$ cat src/design/tpl_pkg.sv
// package: register map, control word fields and shared types of the probe latch
package tpl_pkg;
  // register byte offsets
  localparam logic [7:0] OFS_CTRL = 8'h00;
  localparam logic [7:0] OFS_STAT = 8'h04;
  localparam logic [7:0] OFS_MASK = 8'h08;
  localparam logic [7:0] OFS_POS = 8'h0c;
  // control word field positions
  localparam int BIT_ENABLE = 8;
  localparam int BIT_MODE = 9;
  localparam int BIT_SOURCE = 10;
  localparam int BIT_RISE = 12;
  localparam int BIT_FALL = 13;
  localparam logic [15:0] CTRL_USED = 16'h3700;
  localparam logic [15:0] CTRL_RESET = 16'h0000;
  localparam logic [1:0] STAT_RESET = 2'h0;
  localparam logic [1:0] MASK_RESET = 2'h0;
  // status bit positions
  localparam int ST_CAPTURE = 0;
  localparam int ST_OVERRUN = 1;
  // ahb-lite codes
  localparam logic [1:0] HTRANS_NONSEQ = 2'h2;
  localparam logic [2:0] HSIZE_WORD = 3'h2;

  typedef struct packed {
    logic fallEn;
    logic riseEn;
    logic source;
    logic contMode;
    logic enable;
  } tpl_ctrl_t;

  typedef struct packed {
    logic rise;
    logic fall;
  } tpl_edge_t;

  typedef enum logic [2:0] {
    ST_OFF = 3'b001,
    ST_ARMED = 3'b010,
    ST_DONE = 3'b100
  } tpl_state_t;
endpackage

$ cat src/design/tpl_edge_detect.sv
// edge detector: two-flop synchroniser on a pin plus rise/fall pulses
module tpl_edge_detect (
  // clock and reset
  input wire logic sys_clk,
  input wire logic resetn,
  // asynchronous pin
  input wire logic pinIn,
  // one-cycle edge pulses
  output tpl_pkg::tpl_edge_t edges
);
  logic sync1_r;
  logic sync2_r;
  logic prev_r;

  always_ff @(posedge sys_clk or negedge resetn) begin
    if (!resetn) begin
      sync1_r <= 1'b0;
      sync2_r <= 1'b0;
      prev_r <= 1'b0;
    end else begin
      sync1_r <= pinIn;
      sync2_r <= sync1_r;
      prev_r <= sync2_r;
    end
  end

  assign edges.rise = sync2_r & ~prev_r;
  assign edges.fall = ~sync2_r & prev_r;
endmodule

$ cat src/design/tpl_probe_latch.sv
// second touch-probe position latch with ahb-lite register access
// How it works
// - ctrl bit 9: 0 latches first event only, 1 latches every event
// - ctrl bit 10: 0 digital input line, 1 encoder index pulse
// - ctrl bit 12 enables capture on rising edges of the trigger
// - ctrl bit 13 enables capture on falling edges of the trigger
// - settings live in bits 8 to 13; bits 11, 14, 15 have no effect
// - ctrl bit 8 switches the probe on; 0 switches it off
//
// The register addresses and the AHB-Lite register port are this design's own decisions.
module tpl_probe_latch #(
  parameter int POS_W = 32
) (
  // clock and reset
  input wire logic sys_clk,
  input wire logic resetn,
  // ahb-lite slave
  input wire logic hsel,
  input wire logic [7:0] haddr,
  input wire logic [1:0] htrans,
  input wire logic hwrite,
  input wire logic [2:0] hsize,
  input wire logic [31:0] hwdata,
  input wire logic hready,
  output logic [31:0] hrdata,
  output logic hreadyout,
  output logic hresp,
  // trigger pins and position
  input wire logic digital_input_line,
  input wire logic encoderIndex,
  input wire logic [POS_W-1:0] position,
  // results
  output logic [POS_W-1:0] latchedPos,
  output logic captureStb,
  output logic irq
);
  tpl_pkg::tpl_edge_t diEdges;
  tpl_pkg::tpl_edge_t ixEdges;
  tpl_pkg::tpl_edge_t selEdges;
  tpl_pkg::tpl_ctrl_t ctrl;
  tpl_pkg::tpl_state_t state_r;
  tpl_pkg::tpl_state_t state_nxt;
  logic [15:0] ctrl_r;
  logic [1:0] stat_r;
  logic [1:0] mask_r;
  logic [POS_W-1:0] latchedPos_r;
  logic captureStb_r;
  logic dWrite_r;
  logic dRead_r;
  logic [7:0] dAddr_r;
  logic [31:0] hrdata_r;

  tpl_edge_detect u_di (
    .sys_clk(sys_clk),
    .resetn(resetn),
    .pinIn(digital_input_line),
    .edges(diEdges)
  );

  tpl_edge_detect u_ix (
    .sys_clk(sys_clk),
    .resetn(resetn),
    .pinIn(encoderIndex),
    .edges(ixEdges)
  );

  // control word decode
  assign ctrl.enable = ctrl_r[tpl_pkg::BIT_ENABLE];
  assign ctrl.contMode = ctrl_r[tpl_pkg::BIT_MODE];
  assign ctrl.source = ctrl_r[tpl_pkg::BIT_SOURCE];
  assign ctrl.riseEn = ctrl_r[tpl_pkg::BIT_RISE];
  assign ctrl.fallEn = ctrl_r[tpl_pkg::BIT_FALL];

  wire tpl_pkg::tpl_edge_t srcEdges = ctrl.source ? ixEdges : diEdges;
  assign selEdges = srcEdges;
  wire trigHit = (selEdges.rise & ctrl.riseEn) | (selEdges.fall & ctrl.fallEn);
  wire armed = (state_r == tpl_pkg::ST_ARMED);
  wire doCapture = armed & ctrl.enable & trigHit;
  wire missed = ctrl.enable & ~ctrl.contMode & (state_r == tpl_pkg::ST_DONE) & trigHit;

  // bus decode
  wire addrPhase = hsel & hready & (htrans == tpl_pkg::HTRANS_NONSEQ);
  wire wrCtrl = dWrite_r & (dAddr_r == tpl_pkg::OFS_CTRL);
  wire wrMask = dWrite_r & (dAddr_r == tpl_pkg::OFS_MASK);
  wire rdStat = dRead_r & (dAddr_r == tpl_pkg::OFS_STAT);
  wire [15:0] ctrlMasked = hwdata[15:0] & tpl_pkg::CTRL_USED;
  wire [1:0] events = {missed, doCapture};
  wire [31:0] rdMux =
    (haddr == tpl_pkg::OFS_CTRL) ? {16'h0000, ctrl_r} :
    (haddr == tpl_pkg::OFS_STAT) ? {30'h0, stat_r} :
    (haddr == tpl_pkg::OFS_MASK) ? {30'h0, mask_r} :
    (haddr == tpl_pkg::OFS_POS) ? 32'(latchedPos_r) : 32'h00000000;

  // probe state machine
  always_comb begin
    state_nxt = state_r;
    case (state_r)
      tpl_pkg::ST_OFF: begin
        if (ctrl.enable) begin
          state_nxt = tpl_pkg::ST_ARMED;
        end
      end
      tpl_pkg::ST_ARMED: begin
        if (!ctrl.enable) begin
          state_nxt = tpl_pkg::ST_OFF;
        end else if (trigHit && !ctrl.contMode) begin
          state_nxt = tpl_pkg::ST_DONE;
        end
      end
      tpl_pkg::ST_DONE: begin
        if (!ctrl.enable) begin
          state_nxt = tpl_pkg::ST_OFF;
        end else if (ctrl.contMode) begin
          state_nxt = tpl_pkg::ST_ARMED;
        end
      end
      default: begin
        state_nxt = tpl_pkg::ST_OFF;
      end
    endcase
  end

  always_ff @(posedge sys_clk or negedge resetn) begin
    if (!resetn) begin
      state_r <= tpl_pkg::ST_OFF;
      latchedPos_r <= '0;
      captureStb_r <= 1'b0;
    end else begin
      state_r <= state_nxt;
      captureStb_r <= doCapture;
      if (doCapture) begin
        latchedPos_r <= position;
      end
    end
  end

  // bus data phase and registers
  always_ff @(posedge sys_clk or negedge resetn) begin
    if (!resetn) begin
      dWrite_r <= 1'b0;
      dRead_r <= 1'b0;
      dAddr_r <= 8'h00;
      hrdata_r <= 32'h00000000;
    end else begin
      dWrite_r <= addrPhase & hwrite;
      dRead_r <= addrPhase & ~hwrite;
      dAddr_r <= haddr;
      if (addrPhase && !hwrite) begin
        hrdata_r <= rdMux;
      end
    end
  end

  always_ff @(posedge sys_clk or negedge resetn) begin
    if (!resetn) begin
      ctrl_r <= tpl_pkg::CTRL_RESET;
      mask_r <= tpl_pkg::MASK_RESET;
      stat_r <= tpl_pkg::STAT_RESET;
    end else begin
      if (wrCtrl) begin
        ctrl_r <= ctrlMasked;
      end
      if (wrMask) begin
        mask_r <= hwdata[1:0];
      end
      // a new event wins over the read clear
      stat_r <= (rdStat ? 2'h0 : stat_r) | events;
    end
  end

  assign hrdata = hrdata_r;
  assign hreadyout = 1'b1;
  assign hresp = 1'b0;
  assign latchedPos = latchedPos_r;
  assign captureStb = captureStb_r;
  assign irq = |(stat_r & mask_r);

  // checks
  property p_single_stop;
    @(posedge sys_clk) disable iff (!resetn)
      (captureStb && !$past(ctrl.contMode) && ctrl.enable && !ctrl.contMode && !wrCtrl)
      |-> !doCapture;
  endproperty
  a_single_stop: assert property (p_single_stop) else $error("single mode captured twice");

  property p_source_sel;
    @(posedge sys_clk) disable iff (!resetn)
      (armed && ctrl.riseEn && !ctrl.fallEn && !ctrl.source && diEdges.rise) |-> doCapture;
  endproperty
  a_source_sel: assert property (p_source_sel) else $error("input line edge missed");

  property p_index_sel;
    @(posedge sys_clk) disable iff (!resetn)
      (ctrl.source && !ixEdges.rise && !ixEdges.fall) |-> !doCapture;
  endproperty
  a_index_sel: assert property (p_index_sel) else $error("capture without index edge");

  property p_rise_gate;
    @(posedge sys_clk) disable iff (!resetn)
      (!ctrl.riseEn && selEdges.rise) |-> !doCapture;
  endproperty
  a_rise_gate: assert property (p_rise_gate) else $error("rising capture while disabled");

  property p_fall_gate;
    @(posedge sys_clk) disable iff (!resetn)
      (!ctrl.fallEn && selEdges.fall) |-> !doCapture;
  endproperty
  a_fall_gate: assert property (p_fall_gate) else $error("falling capture while disabled");

  property p_unused_bits;
    @(posedge sys_clk) disable iff (!resetn)
      1'b1 |-> ((ctrl_r & ~tpl_pkg::CTRL_USED) == 16'h0000);
  endproperty
  a_unused_bits: assert property (p_unused_bits) else $error("unused control bit set");

  property p_off;
    @(posedge sys_clk) disable iff (!resetn)
      !ctrl.enable |=> !captureStb;
  endproperty
  a_off: assert property (p_off) else $error("capture while probe off");

  property p_latch_value;
    @(posedge sys_clk) disable iff (!resetn)
      doCapture |=> (captureStb && latchedPos == $past(position) && stat_r[tpl_pkg::ST_CAPTURE]);
  endproperty
  a_latch_value: assert property (p_latch_value) else $error("latched value wrong");

  property p_no_edges;
    @(posedge sys_clk) disable iff (!resetn)
      (!ctrl.riseEn && !ctrl.fallEn) |-> !doCapture;
  endproperty
  a_no_edges: assert property (p_no_edges) else $error("capture with no edge enabled");

  c_single: cover property (@(posedge sys_clk) disable iff (!resetn)
    doCapture && !ctrl.contMode);
  c_cont: cover property (@(posedge sys_clk) disable iff (!resetn)
    doCapture && ctrl.contMode ##[1:50] doCapture);
  c_index: cover property (@(posedge sys_clk) disable iff (!resetn)
    doCapture && ctrl.source);
  c_irq: cover property (@(posedge sys_clk) disable iff (!resetn) irq);
endmodule

$ cat config.mk
export PLATFORM = sky130hd
export DESIGN_NAME = tpl_probe_latch
export DESIGN_NICKNAME = d
export VERILOG_FILES = /design/src/design/tpl_pkg.sv /design/src/design/tpl_edge_detect.sv /design/src/design/tpl_probe_latch.sv
export SDC_FILE = /design/constraint.sdc
export NUM_CORES = 1
export LEC_CHECK = 0
export BUFFER_PORTS_ARGS = -buffer_cell sky130_fd_sc_hd__buf_4
export CORE_UTILIZATION = 49
export DETAILED_ROUTE_END_ITERATION = 10
export MAX_ROUTING_LAYER = met4
export PLACE_DENSITY = 0.85
export SLEW_MARGIN = 0
export SYNTH_ARGS = -nofsm -noshare
export SYNTH_HDL_FRONTEND = slang
export SYNTH_SLANG_ARGS = --single-unit
$ cat constraint.sdc
create_clock -name sys_clk -period 5.4 [get_ports sys_clk]
set_input_delay 1.35 -clock sys_clk [delete_from_list [all_inputs] [get_ports sys_clk]]
set_output_delay 1.35 -clock sys_clk [all_outputs]
set_load 0.01 [all_outputs]
==> run metrics <==
DRT Wirelength=about 7.7 mm; status=complete, no violations; post-CTS setup buffer count=0; worst vdd ir=0.2178 mV; vias=2,417; setup slack after layout=2.193 ns; buffer and inverter count on the worst path=2; Final nets=approximately 440; Pwr per Cell Area=~270 nW/um^2; Hold WC Path Type=reg2reg; vias in the first global route=approximately 2,600; fill count=just over 500; Slew headroom=0.2012; Syn-to-layout area delta=34.16%; crit end category=flop; Synth Instances=233; DRT iter0 DRCs=roughly 100; Worst-Margin Slew=approximately 1.2 ns; Cell variety after synth=38; Max Clk Rate=approximately 0.31 GHz; critical path peak fanout=29; Synth Net Count=about 320; Antenna Nets Post-Route=0; FFs w/ async S/R, synth=1.000; Fin Hold WS=approximately 0.36 ns; CTS clock-pin slew for the worst setup and hold paths=0.08 ns; crit-path most repeated cell=buf_4; I/O pin count=roughly 150; Port Buffers=roughly 120; Placeable Area=roughly 6900 sq um; DR DRC count=0; largest net degree at the start of global routing=between 50 and 60; Synth warnings=0; overall routing resource usage=0.2318; number of enable flip-flop cells after synthesis=0; total CTS buffers=9; die extent in x=86.66 um; Critical Path RT=5.69 ns; WS Path Type=in2reg; Slowest-stage cell, CP=and3_1; register area share after synthesis=0.6630; Fin. Hold Viols=0; Top Family by Delay on Critical Path=simple AND/OR/NAND/NOR gates; Max Cap Viol=0; crit start category=primary input; first-pass GRT wire length=12.52 mm; min cycle time layout=between 3 and 4 ns; Die Ht=86.66 um; CP cell instances=buf_4 > nor4_1 > and4b_1 > and3_1 > buf_4 > a22o_1; root buffer cell=clkbuf_8; drt wl/cell=around 17 um; routed vias/inst=roughly 5.3; DIE AREA=approximately 7500 sq um; placed cell count=around 440; Worst R2R Path Depth=4; xor/xnor share of the synthesized area=0.002494; Initial Util=0.5113; final setup vio count=0; storage element area=2328 sq um; routability cong.=between 0.7 and 0.8; # rows=30; Synth Flop Type=dfrtp_1; multi-input combinational cell area=1104 sq um; clk buf depth=2; Synth Area in Simple Gates=0.05985; DP HPWL=5.295 mm; P_leak=between 2 and 2.5 nW; mux cell area share after synthesis=0.1336; Core Util, Final=0.6860; Synth Area in Adders=0; post-place setup slack=1.828 ns; Synth Cell Area=3512 sq um; CTS sink count=93; CTS Hold Bufs=0; later-pin clock latency in the skew report=0.35 ns; 1st-pass router iterations=4; Hold Crit Depth=0; setup TNS=0 ns; CP Data Arrival Time=around 3.5 ns; # resized after CTS=0; CTS tree=built; Synth Register Bits=between 90 and 100; initial antenna violation count=0; share of layout cells above drive strength 1=0.5181; period utilization=0.5938; Clock Skew=around 0.011 ns; largest family of logic cells by synthesized area=multiplexers; grt ovf=0; Pins Over Slew Limit=0; Compound-Gate Fraction of Synth Area=0.1140; RSZ-0062 raised after global routing=false; Antenna diodes=0; Worst path max stage delay=just over 1 ns; mean post-synth cell area=15.07 sq um; maximum level of the CTS H-tree=3; CP Depth=6; Finished Layout Cells=about 460
==> area by class of cell <==
cell class | instances | share of cell area
Clock inverter | 5 | 0.01248
Multi-Input combinational cell | 121 | 0.2342
Inverter | 5 | 0.003983
Timing Repair Buffer | 124 | 0.1976
Sequential cell | 93 | 0.4942
Clock buffer | 11 | 0.03213
Tap cell | 96 | 0.02549
==> cells by family after synthesis <==
group           after synthesis
mux                          41
compound gates               46
buf+inv                      19
other cells                   2
flops                        93
xor+xnor                      1
simple gates                 31
==> report_power, final <==
group | switching (W) | total, W | internal [W]
clock network | 0.000234 | 0.000473 | 0.000239
registers | 0.0000135 | 0.000729 | 0.000715
logic | 0.0000389 | 0.0000931 | 0.0000542
==> Yosys cell counts (2+ instances only) <==
master	instances	share of area
buf_4	2	0.0043
nand3_1	2	0.0029
mux2_4	2	0.0086
dfrtp_1	92	0.66
mux2_2	38	0.12
nor2b_1	3	0.0053
nand2_1	2	0.0021
o21ai_0	2	0.0029
and3_1	6	0.011
or4_4	2	0.0064
o211ai_1	2	0.0043
a221o_1	5	0.014
buf_2	7	0.010
conb_1	2	0.0021
nand2b_1	2	0.0036
nor4_1	2	0.0036
nor2_1	3	0.0032
clkbuf_1	5	0.0053
inv_1	5	0.0053
a22o_1	31	0.077
==> cells in the final DEF (no fill, tap or decap), types with 2 or more instances in the layout <==
cell and n:
a221o_1 5, a22o_1 31, and3_1 6, buf_4 124
clkbuf_8 11, clkinvlp_4 2, conb_1 2, dfrtp_1 92
inv_1 5, mux2_2 38, mux2_4 2, nand2_1 2
nand2b_1 2, nand3_1 2, nor2_1 3, nor2b_1 3
nor4_1 2, o211ai_1 2, o21ai_0 2, or4_4 2
==> worst paths after layout <==
| path | from | to | slack, ns |
|---|---|---|---|
| hold reg to reg | u_di.sync1_r | u_di.sync2_r | 0.36 |
| max in group asynchronous | resetn | hrdata[5] | 3.41 |
| setup reg to reg | ctrl_r[13] | latchedPos[24] | 3.16 |
| min in group asynchronous | resetn | u_di.sync1_r | 1.00 |
| setup / recovery | haddr[1] | hrdata[11] | 2.19 |
| hold / removal | u_di.sync1_r | u_di.sync2_r | 0.36 |
==> layer usage <==
layer,part of all wire,global-route usage
met3,0.067,0.06762
met2,0.50,0.3716
met1,0.42,0.2787
met5,0,-
met4,0.012,0.08939
==> stage by stage <==
step,total power (W),instance area (sq um)
floorplan,0.0007660,3512
global placement,0.0008334,4502
detailed placement,0.0008379,4502
CTS,0.001311,4712
global route,0.001354,4712
finish,0.001295,4712
==> sequential cells by signal, indices dropped and copies added (netlist names) <==
register      cells
mask_r            2
dAddr_r           8
u_di.sync2_r      1
ctrl_r            5
dRead_r           1
u_ix.prev_r       1
latchedPos       32
state_r           3
u_ix.sync2_r      1
stat_r            2
hrdata           32
dWrite_r          1
u_ix.sync1_r      1
captureStb        1
u_di.sync1_r      1
u_di.prev_r       1
Power figures use the tool's default switching activity.
